`config.mk`:
```
export PLATFORM = sky130hd
export DESIGN_NAME = cdbc_top
export DESIGN_NICKNAME = d
export VERILOG_FILES = /design/src/cdbc_clkout.v /design/src/cdbc_sync.v /design/src/cdbc_top.v
export VERILOG_INCLUDE_DIRS = /design/src
export SDC_FILE = /design/constraint.sdc
export NUM_CORES = 1
export LEC_CHECK = 0
export BUFFER_PORTS_ARGS = -buffer_cell sky130_fd_sc_hd__clkbuf_2
export CORE_MARGIN = 3
export CORE_UTILIZATION = 55
export CTS_CLUSTER_DIAMETER = 200
export DETAILED_ROUTE_END_ITERATION = 8
export HOLD_SLACK_MARGIN = 0.15
export PLACE_DENSITY = 0.77
export SLEW_MARGIN = 15
export SYNTH_ARGS = -nofsm -noshare
export SYNTH_HDL_FRONTEND = slang
export SYNTH_SLANG_ARGS = --single-unit
export TNS_END_PERCENT = 30
```
`constraint.sdc`:
```
create_clock -name mclk -period 2.9 [get_ports mclk]
set_clock_uncertainty 0.1 [all_clocks]
set_input_delay 0.29 -clock mclk [delete_from_list [all_inputs] [get_ports mclk]]
set_output_delay 0.29 -clock mclk [all_outputs]
set_load 0.01 [all_outputs]
```
`src/cdbc_defs.vh`:
```
// Constants for the clock divider and brownout control block.
// Assumes inclusion by bare name from the block's design files.
`ifndef CDBC_DEFS_VH
`define CDBC_DEFS_VH
// Register addresses (word index on the plain register port)
`define CDBC_ADDR_CPU_CLOCK_DIVIDER_REG 4'h0
`define CDBC_ADDR_AUX 4'h1
`define CDBC_ADDR_PORT2_MODE_REG1 4'h2
`define CDBC_ADDR_IRQ_ENABLE_REG0 4'h3
`define CDBC_ADDR_POWER_CONTROL_REG 4'h4
`define CDBC_ADDR_STAT 4'h5
// Field positions
`define CDBC_AUX_BOI 5
`define CDBC_AUX_BOD 6
`define CDBC_PORT2_MODE_REG1_CLOCK_OUT_ENABLE 6
`define CDBC_IRQ_ENABLE_REG0_EBO 5
`define CDBC_IRQ_ENABLE_REG0_EA 7
`define CDBC_POWER_CONTROL_REG_BOF 5
// Reset values
`define CDBC_RST_CPU_CLOCK_DIVIDER_REG 8'h00
`define CDBC_RST_AUX 8'h00
`define CDBC_RST_PORT2_MODE_REG1 8'h00
`define CDBC_RST_IRQ_ENABLE_REG0 8'h00
`define CDBC_RST_POWER_CONTROL_REG 8'h00
// Oscillator type codes from non-volatile configuration
`define CDBC_OSC_LF 3'h0
`define CDBC_OSC_MF 3'h1
`define CDBC_OSC_HF 3'h2
`define CDBC_OSC_RC 3'h3
`define CDBC_OSC_EXT 3'h4
// Nominal RC oscillator rate in MHz
`define CDBC_RC_MHZ 6
// Oscillator restart waits in CPU clocks
`define CDBC_WAIT_XTAL 11'h400
`define CDBC_WAIT_RC 11'h100
// Clock output ratio: CPU clocks per output period
`define CDBC_CLKOUT_DIV 3'h6
`endif

```
`src/cdbc_clkout.v`:
```
// Clock output generator: one output period per six CPU clock ticks.
// Assumes a one-cycle CPU tick pulse from the divider on mclk.
`timescale 1ns/1ns
`default_nettype none
`include "cdbc_defs.vh"
module cdbc_clkout (
    // Clock and reset
    input wire mclk,
    input wire nrst,
    // Control
    input wire cpu_tick,
    input wire enable,
    // Output
    output reg clk_out
);
    reg [2:0] cnt_r; // Ticks within one output period
    // Half high, half low; keeps running in idle as long as ticks arrive
    always @(posedge mclk) begin
        if (!nrst || !enable) begin
            cnt_r <= 3'h0;
            clk_out <= 1'b0;
        end else if (cpu_tick) begin
            if (cnt_r == `CDBC_CLKOUT_DIV - 3'h1) begin
                cnt_r <= 3'h0;
            end else begin
                cnt_r <= cnt_r + 3'h1;
            end
            clk_out <= (cnt_r < (`CDBC_CLKOUT_DIV >> 1));
        end
    end
endmodule // cdbc_clkout
`default_nettype wire

```
`src/cdbc_sync.v`:
```
// Two-flop synchroniser for one asynchronous level.
// Assumes the input comes from outside the mclk domain.
`timescale 1ns/1ns
`default_nettype none
module cdbc_sync (
    // Clock and reset
    input wire mclk,
    input wire nrst,
    // Level in and out
    input wire din,
    output wire dout
);
    reg meta_r; // First stage, read only by stage two
    reg sync_r; // Second stage
    // Two stages; reset to the idle level
    always @(posedge mclk) begin
        if (!nrst) begin
            meta_r <= 1'b0;
            sync_r <= 1'b0;
        end else begin
            meta_r <= din;
            sync_r <= meta_r;
        end
    end
    assign dout = sync_r;
endmodule // cdbc_sync
`default_nettype wire

```
`src/cdbc_top.v`:
```
// Clock source selection, CPU clock divider, clock output and brownout
// supervision. mclk stands for the selected oscillator clock; the CPU
// clock is expressed as a one-cycle tick enable for the core.
// Assumes cfg_* inputs are static non-volatile configuration values.
//
// Local design decisions: strobed register access and the register offsets.
`timescale 1ns/1ns
`default_nettype none
`include "cdbc_defs.vh"
module cdbc_top #(
    parameter DIV_W = 8 // Divider register width
) (
    // Clock and reset
    input wire mclk,
    input wire nrst,
    // Non-volatile configuration
    input wire [2:0] cfg_osc_type,
    input wire cfg_compat_half,
    input wire cfg_brownout_level,
    // Register port
    input wire [3:0] reg_addr,
    input wire [7:0] reg_wdata,
    input wire reg_wr,
    input wire reg_rd,
    output reg [7:0] reg_rdata,
    // Analog brownout comparator
    input wire bo_cmp_low,
    output wire bo_level_high,
    output wire bo_det_enable,
    // Oscillator restart request
    input wire osc_restart,
    // CPU and peripheral timing
    output wire cpu_tick,
    output wire periph_tick,
    output wire cpu_run,
    // Brownout outputs
    output wire cpu_reset_hold,
    output reg bo_irq,
    // Oscillator pins
    input wire osc_in_pin,
    output wire osc_in_gpio_en,
    output wire osc_out_pin,
    output wire osc_out_oe,
    input wire osc_out_gpio_out,
    input wire osc_out_gpio_oe,
    output wire osc_out_gpio_en
);
    // Computes the CPU clock period in oscillator cycles minus one
    function [9:0] cdbc_period;
        input [7:0] n;
        input half;
        begin
            if (n == 8'h00) begin
                cdbc_period = half ? 10'h001 : 10'h000;
            end else begin
                cdbc_period = {1'b0, n, 1'b1};
            end
        end
    endfunction

    // Software registers
    reg [DIV_W-1:0] cpu_clock_divider_reg_r; // Programmable divider
    reg [7:0] aux_control_reg_r; // Brownout select and disable
    reg [7:0] port2_mode_reg1_r; // Clock output enable bit
    reg [7:0] irq_enable_reg0_r; // Global and brownout enables
    reg brownout_flag_r; // Sticky brownout flag
    // Divider state
    reg [9:0] div_cnt_r; // Oscillator cycles in current CPU clock
    reg [10:0] wait_cnt_r; // Restart wait counter
    reg run_r; // Oscillator deemed stable
    reg bo_prev_r; // Previous detector active level (bo_active)
    // Decoded configuration
    wire osc_xtal; // Any crystal option
    wire osc_rc; // On-chip RC option
    wire osc_ext; // External clock option
    wire clkout_allowed; // Output legal for this option
    wire clock_out_enable; // Effective output enable
    wire brownout_irq_select;
    wire brownout_disable;
    wire global_irq_enable;
    wire brownout_irq_enable;
    wire bo_sync; // Synchronised detector level
    wire bo_active; // Detector active and enabled
    wire bo_rise; // Inactive to active transition
    wire [9:0] period; // Current CPU clock period minus one
    wire div_tick; // Divider terminal count
    wire clk_sq; // Clock output waveform

    // Oscillator type taken only from configuration inputs
    assign osc_xtal = (cfg_osc_type == `CDBC_OSC_LF) ||
        (cfg_osc_type == `CDBC_OSC_MF) ||
        (cfg_osc_type == `CDBC_OSC_HF);
    assign osc_rc = (cfg_osc_type == `CDBC_OSC_RC);
    assign osc_ext = (cfg_osc_type == `CDBC_OSC_EXT);
    assign clkout_allowed = osc_rc || osc_ext;
    assign clock_out_enable = clkout_allowed &&
        port2_mode_reg1_r[`CDBC_PORT2_MODE_REG1_CLOCK_OUT_ENABLE];
    assign brownout_irq_select = aux_control_reg_r[`CDBC_AUX_BOI];
    assign brownout_disable = aux_control_reg_r[`CDBC_AUX_BOD];
    assign global_irq_enable = irq_enable_reg0_r[`CDBC_IRQ_ENABLE_REG0_EA];
    assign brownout_irq_enable = irq_enable_reg0_r[`CDBC_IRQ_ENABLE_REG0_EBO];

    // Register writes; divider changes take effect at once
    always @(posedge mclk) begin
        if (!nrst) begin
            cpu_clock_divider_reg_r <= `CDBC_RST_CPU_CLOCK_DIVIDER_REG;
            aux_control_reg_r <= `CDBC_RST_AUX;
            port2_mode_reg1_r <= `CDBC_RST_PORT2_MODE_REG1;
            irq_enable_reg0_r <= `CDBC_RST_IRQ_ENABLE_REG0;
        end else if (reg_wr) begin
            case (reg_addr)
                `CDBC_ADDR_CPU_CLOCK_DIVIDER_REG: begin
                    cpu_clock_divider_reg_r <= reg_wdata;
                end
                `CDBC_ADDR_AUX: begin
                    aux_control_reg_r <= reg_wdata;
                end
                `CDBC_ADDR_PORT2_MODE_REG1: begin
                    port2_mode_reg1_r <= reg_wdata;
                end
                `CDBC_ADDR_IRQ_ENABLE_REG0: begin
                    irq_enable_reg0_r <= reg_wdata;
                end
                default: begin
                    // Other addresses ignore writes, except address 4 clearing the sticky flag
                end
            endcase
        end
    end

    // Sticky flag: a new activation beats a software clear
    always @(posedge mclk) begin
        if (!nrst) begin
            brownout_flag_r <= 1'b0;
        end else if (bo_rise) begin
            brownout_flag_r <= 1'b1;
        end else if (reg_wr && reg_addr == `CDBC_ADDR_POWER_CONTROL_REG &&
                     !reg_wdata[`CDBC_POWER_CONTROL_REG_BOF]) begin
            brownout_flag_r <= 1'b0;
        end
    end

    // Read data one cycle after the read strobe, zero otherwise
    always @(posedge mclk) begin
        if (!nrst) begin
            reg_rdata <= 8'h00;
        end else if (reg_rd) begin
            case (reg_addr)
                `CDBC_ADDR_CPU_CLOCK_DIVIDER_REG: reg_rdata <= cpu_clock_divider_reg_r;
                `CDBC_ADDR_AUX: reg_rdata <= aux_control_reg_r;
                `CDBC_ADDR_PORT2_MODE_REG1: reg_rdata <= port2_mode_reg1_r;
                `CDBC_ADDR_IRQ_ENABLE_REG0: reg_rdata <= irq_enable_reg0_r;
                `CDBC_ADDR_POWER_CONTROL_REG: begin
                    reg_rdata <= {2'h0, brownout_flag_r, 5'h00};
                end
                `CDBC_ADDR_STAT: begin
                    reg_rdata <= {3'h0, bo_active, run_r,
                                  cfg_osc_type};
                end
                default: reg_rdata <= 8'h00;
            endcase
        end else begin
            reg_rdata <= 8'h00;
        end
    end

    // CPU clock divider; period reread every cycle, >= compare so no stall occurs
    assign period = cdbc_period(cpu_clock_divider_reg_r,
                                cfg_compat_half);
    assign div_tick = (div_cnt_r >= period);
    always @(posedge mclk) begin
        if (!nrst) begin
            div_cnt_r <= 10'h000;
        end else if (div_tick) begin
            div_cnt_r <= 10'h000;
        end else begin
            div_cnt_r <= div_cnt_r + 10'h001;
        end
    end
    // Timers and core share one tick, so halving reaches both
    assign cpu_tick = div_tick;
    assign periph_tick = div_tick;

    // Oscillator restart wait counted in CPU clocks
    always @(posedge mclk) begin
        if (!nrst || osc_restart) begin
            run_r <= 1'b0;
            wait_cnt_r <= osc_xtal ? `CDBC_WAIT_XTAL :
                `CDBC_WAIT_RC;
        end else if (!run_r && div_tick) begin
            if (wait_cnt_r == 11'h001) begin
                run_r <= 1'b1;
            end
            wait_cnt_r <= wait_cnt_r - 11'h001;
        end
    end
    assign cpu_run = run_r;

    // Clock output generator
    cdbc_clkout u_clkout (
        .mclk(mclk),
        .nrst(nrst),
        .cpu_tick(div_tick),
        .enable(clock_out_enable),
        .clk_out(clk_sq)
    );

    // Pin sharing; crystal options take both pins away
    assign osc_in_gpio_en = 1'b0;
    assign osc_out_gpio_en = osc_ext && !clock_out_enable;
    assign osc_out_pin = clock_out_enable ? clk_sq :
        (osc_out_gpio_en ? osc_out_gpio_out : 1'b0);
    assign osc_out_oe = clock_out_enable ||
        (osc_out_gpio_en && osc_out_gpio_oe);

    // Threshold and detector enable to the analog part
    assign bo_level_high = !cfg_brownout_level;
    assign bo_det_enable = !brownout_disable;

    // Detector is asynchronous, so synchronise before edge detect
    cdbc_sync u_bo_sync (
        .mclk(mclk),
        .nrst(nrst),
        .din(bo_cmp_low),
        .dout(bo_sync)
    );
    assign bo_active = bo_sync && !brownout_disable;
    assign bo_rise = bo_active && !bo_prev_r;

    // Edge memory for one-shot interrupt
    always @(posedge mclk) begin
        if (!nrst) begin
            bo_prev_r <= 1'b0;
        end else begin
            bo_prev_r <= bo_active;
        end
    end

    // Reset by default; held for as long as the detector stays active
    assign cpu_reset_hold = bo_active && !brownout_irq_select;

    // One-cycle interrupt, gated by both enables
    always @(posedge mclk) begin
        if (!nrst) begin
            bo_irq <= 1'b0;
        end else begin
            bo_irq <= bo_rise && brownout_irq_select &&
                global_irq_enable && brownout_irq_enable;
        end
    end
    // Selection between reset and interrupt
    // is brownout_irq_select above
    // (osc_in_pin is the external clock; mclk stands for it)
    wire unused_pin;
    assign unused_pin = osc_in_pin;
endmodule // cdbc_top
`default_nettype wire

```
Word level (Yosys, flattened, before mapping)
Cells that the tools add are included.

operators by class
  add/subtract/negate cells = 3
  reduce and logical (&&, ||, !) cells = 38
  muxes and demuxes = 11
  magnitude comparators = 2
  bitwise gates (word level) = 1
  equality and inequality tests = 11

operators by type and width
  kind                   count
  $pmux 8 s6             1
  $mux 11                3
  $logic_and 1x1->1      12
  $reduce_and 2->1       6
  $eq 11x1->1 const B    1
  $sub 11x1->11 const B  1
  $add 10x1->10 const B  1
  $ge 10x10->1           1
  $mux 9                 1
  $eq 4x2->1 const B     2
  $eq 4x3->1 const B     2
  $logic_not 1->1        8
  $logic_not 8->1        1
  $eq 3x2->1 const B     2
  $eq 3x3->1 const B     2
  $logic_or 1x1->1       6
  $mux 1                 5
  $eq 4x1->1 const B     1
  $logic_not 4->1        1
  $reduce_bool 2->1      2
  $add 3x1->3 const B    1
  $eq 3x1->1 const B     1
  $logic_not 3->1        1
  $lt 3x2->1 const B     1
  3 further kinds        3

storage, ports and cells
  register bits = 71
  input port bits = 26
  logic and storage cells = 81

Longest topological paths before layout
  word-level depth = 7
  mapped depth = 8
  mapped depth without buffers = 8

Hierarchy
A second synthesis with hierarchy kept.

unflattened totals
  cells, all modules = 386
  area total of the unflattened synthesis = 3433.3 µm²

modules (own cells, without submodules)
  module       area an instance (µm²)  times used  cells an instance
  cdbc_top     3224.3                  1           365
  cdbc_clkout  156.4                   1           17
  cdbc_sync    52.6                    1           4

Worst setup path after synthesis
No wires, ideal clock.

  kind = register -> register
  start = register cpu_clock_divider_reg_r[5]
  end = register wait_cnt_r[0] (enable)
  stages on the path, launching flop included = 9
  slack = 559 ps
  data arrival time = 1900 ps
  required time = 2459 ps
  library setup time = 341 ps
  cell sequence = dfxtp_1 > nor4_1 > nand4_1 > ha_1 > nand2b_1 > a21oi_1 > o31a_1 > nand2_1 > a21o_1

on the way
  cells in the longest elaborated chain, start to end = 5

ends and longest elaborated chain
  element                        RTL line        RTL
  start: declaration             cdbc_top.v:62   reg [DIV_W-1:0] cpu_clock_divider_reg_r;
  start signal: assignment       cdbc_top.v:106  cpu_clock_divider_reg_r <= `CDBC_RST_CPU_CLOCK_DIVIDER_REG;
  start signal: assignment       cdbc_top.v:113  cpu_clock_divider_reg_r <= reg_wdata;
  $logic_not 8->1                cdbc_top.v:53   if (n == 8'h00) begin
  $mux 9 *                       cdbc_top.v:53
  $ge 10x10->1 *                 cdbc_top.v:170  assign div_tick = (div_cnt_r >= period);
  net cpu_tick                   cdbc_top.v:33   output wire cpu_tick,
  $logic_and 1x1->1 *            cdbc_top.v:190  end else if (!run_r && div_tick) begin
  $reduce_bool 2->1 (no line) *  --
  end signal: assignment         cdbc_top.v:188  wait_cnt_r <= osc_xtal ? `CDBC_WAIT_XTAL :
  end signal: assignment         cdbc_top.v:194  wait_cnt_r <= wait_cnt_r - 11'h001;
  end: declaration               cdbc_top.v:69   reg [10:0] wait_cnt_r;

The timed path passes the listed nets; every way through them passes the cells marked *.
A chain may end at the register's enable or synchronous reset.

Worst setup path after layout
  start = register cpu_clock_divider_reg_r[5]
  end = output cpu_tick

on the way
  cells in the longest elaborated chain, start to end = 3

ends and longest elaborated chain
  element           RTL line
  $logic_not 8->1   cdbc_top.v:53
  $mux 9 *          cdbc_top.v:53
  $ge 10x10->1 *    cdbc_top.v:170
  end: declaration  cdbc_top.v:33

Mark *: on every way between the ends. The rest lies on a longest branch, timed or not.

==> summary.md <==
| Metric | Value |
|---|---|
| GP Congestion | 0.841 |
| Max rail drop VDD | 0.000383 V |
| Worst-Margin Slew | 0.626 ns |
| Register area share after synthesis | 45.1% |
| Largest net degree at the start of global routing | 41 |
| Crit path kind | flip-flop to primary output |
| Fmax achieved | 379 MHz |
| Psw | 572 uW |
| Total number of vias | 2632 |
| Arr. time, crit path | 2.25 ns |
| Clock share of power | 34.5% |
| Root Buffer | clkbuf_8 |
| Grt met3 use | 3.24% |
| Die H | 84.5 um |
| CORE AREA | 0.00574 mm2 |
| Leak | 0.00165 uW |
| Top delay family on crit path | simple AND/OR/NAND/NOR gates |
| Router iterations before antenna repair | 5 |
| Combinational share of power | 14.6% |
| Die ar. | 0.00715 mm2 |
| Gr ovfl total | 0 |
| Detailed Route WL | 7180 um |
| Outcome | complete, no violations |
| Cell area after synthesis | 0.00339 mm2 |
| Pre-CTS WS | 0.339 ns |
| Total clock sinks | 71 |
| Post-CTS sizing | 0 |
| Cell count along the critical path | 8 |
| First-pass GRT wire length | 12100 um |
| Final critical-path share of the clock period | 91.0% |
| Synth Register Bits | 71 |
| Core Rows | 27 |
| WL/cell | 15.1 um |
| CTS tree | done |
| H-Tree Level Count | 3 |
| Crit-path slowest cell | dfxtp_1 |
| Post-Syn Nets | 391 |
| M2 GR Usage | 35.8% |
| Antenna violations before repair | 0 |
| DR vias/cell | 5.53 |
| Antenna Nets Post-Route | 0 |
| Top FF cell, synth | dfxtp_1 |
| I/O pins | 45 |
| Net count, final | 437 |
| Switching Fraction | 26.5% |
| Cells after Synth | 353 |
| Post-synth EDFFs | 11 |
| Die Width | 84.5 um |
| Worst-case clock buffer depth | 2 |
| Min-delay worst type | input pin to flip-flop |
| Gr usage total | 21.2% |
| TNS Setup | 0 ns |
| Clock Latency Late Sink | 0.34 ns |
| FFs w/ async S/R, synth | 0% |
| DR DRC count | 0 |
| RSZ-0062 raised after global routing | no |
| Worst Path Max Fanout | 4 |
| Int Pwr | 1580 uW |
| Clock slew at reported path FFs | 0.07 ns |
| Port-buffer cells | 42 |
| Area delta synth->final | 13.9% |
| Endpoint class of the critical path | primary output |
| Cell variety after synth | 51 |
| Setup WS post-layout | 0.260 ns |
| Slew HR | 58.0% |
| Setup violations, final | 0 |
| Layout cells sized above 1 | 17.8% |
| Met1 Track Usage GR | 27.3% |
| Final Critical Period | 2.64 ns |
| Detailed Route Iter0 Violations | 177 |
| Layer with the highest usage | met2 |
| Diode count | 0 |
| Syn. warnings | 0 |
| Cells on worst reg2reg path | 8 |
| CTS Buf Count | 9 |
| Initial Util | 59.1% |
| Avg Inst Size Synth | 9.61 um2 |
| Hold violation count in the final report | 0 |
| Crit path largest cell delay | 0.34 ns |
| Vias in the first global route | 2590 |
| Slew Viols, Final | 0 |
| Max_cap viols | 0 |
| Pwr/cell area | 558 mW/mm2 |
| Setup crit start kind | flip-flop |
| Crit-path cells | nor4_1 > nand4_1 > ha_1 > nand2b_1 > a21oi_1 > o31a_1 > nand2_1 > clkbuf_2 |
| Hold path cells | 3 |
| CP Buf/Inv Count | 1 |
| Worst path required time | 2.51 ns |
| Seq pwr share | 50.8% |
| Detailed placement HPWL | 5390 um |
-- power by group through the flow --
stage / clock (uW) / sequential, uW / combinational (uW)
5_1_grt: 802 / 1100 / 350
6_report: 745 / 1100 / 316
3_5_place_dp: 0 / 1120 / 313
4_1_cts: 759 / 1090 / 317
2_1_floorplan: 0 / 1110 / 232
3_3_place_gp: 0 / 1110 / 303
-- metrics by stage --
step                area, um2  std cells  power [uW]  hold WS [ns]  util, %
floorplan                3390        353        1340         0.312        -
global placement         3660        458        1420         0.317     63.8
detailed placement       3660        458        1430         0.319     63.8
CTS                      3860        476        2170         0.161     67.3
global route             3860        476        2250         0.187     67.3
finish                   3860        476        2160         0.154     67.3
-- what timing repair did --
action,in CTS,in global routing
buffers inserted,0,0
endpoints found under the hold margin,2,0
hold buffers,2,0
-- Yosys cell counts (all sizes together), types with 2 or more instances --
library cell	n	area (um2)
dfxtp	60	1200
mux2i	33	330
nor2	33	126
nand2	28	105
nor2b	28	175
nand3	21	125
inv	16	60.1
o21ai	14	73.8
ha	12	150
edfxtp	11	330
a21oi	10	50.1
a21boi	9	67.6
clkbuf	8	30.0
xnor2	7	61.3
xor2	7	61.3
nor3	6	35.0
a222oi	5	50.1
buf	5	30.0
and2	4	25.0
nand2b	4	25.0
a21o	2	15.0
a22oi	2	15.0
and3	2	13.8
nand3b	2	15.0
nand4	2	12.5
nand4b	2	17.5
nor4	2	12.5
o31ai	2	15.0
or3	2	12.5
-- metal layers --
layer / vias up / share of wire (%)
met1: 1229 / 45
met2: 65 / 48
met3: 15 / 4.2
met5: - / 0
li1: 1323 / -
met4: 0 / 2.1
-- kinds of logic (layout without fill, tap and decap cells) --
logic type	after synthesis	count (layout)	share of synthesized area, %
XOR/XNOR	14	14	3.61
multiplexers	34	34	10.4
AND/OR/NAND/NOR	143	143	23.2
adder cells (fa/ha/maj)	12	12	4.42
flip-flops	71	71	45.1
other	1	1	0.111
buffers and inverters	29	80	3.54
AO/OA/AOI/OAI	49	49	9.62
-- layout by cell type, fill, tap and decap left out, drive strengths merged, types with 4 or more instances in the layout --
cell and count:
nand3 21, ha 12, nand2 28, and2 4, a21oi 10, edfxtp 11
buf 4, a21boi 9, clkbuf 53, dfxtp 60, nor2 33, inv 16
nand2b 4, a222oi 5, o21ai 14, nor3 6, xor2 7, xnor2 7
mux2i 33, nor2b 28, clkinv 4
-- worst paths after layout --
check                        startpoint                    to  slack (ns)
min                        reg_wdata[4]  port2_mode_reg1_r[4]        0.15
max reg2reg  cpu_clock_divider_reg_r[5]         wait_cnt_r[2]        0.33
max          cpu_clock_divider_reg_r[5]              cpu_tick        0.26
min reg2reg            u_bo_sync.meta_r        u_bo_sync.dout        0.34
-- sequential cells by signal, indices dropped and copies added, names as in the netlist, 3 cells and up --
signal	flops
port2_mode_reg1_r	8
u_clkout.cnt_r	3
cpu_clock_divider_reg_r	8
reg_rdata	8
irq_enable_reg0_r	8
wait_cnt_r	11
div_cnt_r	10
aux_control_reg_r	8
-- cell type report --
cell class / count / area (um2)
fill: 492 / 1880
multi-input combinational: 253 / 1740
sequential: 71 / 1530
timing repair buffer: 48 / 260
clock buffer: 11 / 131
tap: 72 / 90.1
inverter: 16 / 60.1
clock inverter: 5 / 50.0
-- worst min-delay path, stage by stage --
cell and delay (ns):
clkbuf_2 0.12, nand3_1 0.07, a21boi_0 0.07
No activity file was read; power rests on OpenSTA's default activity.
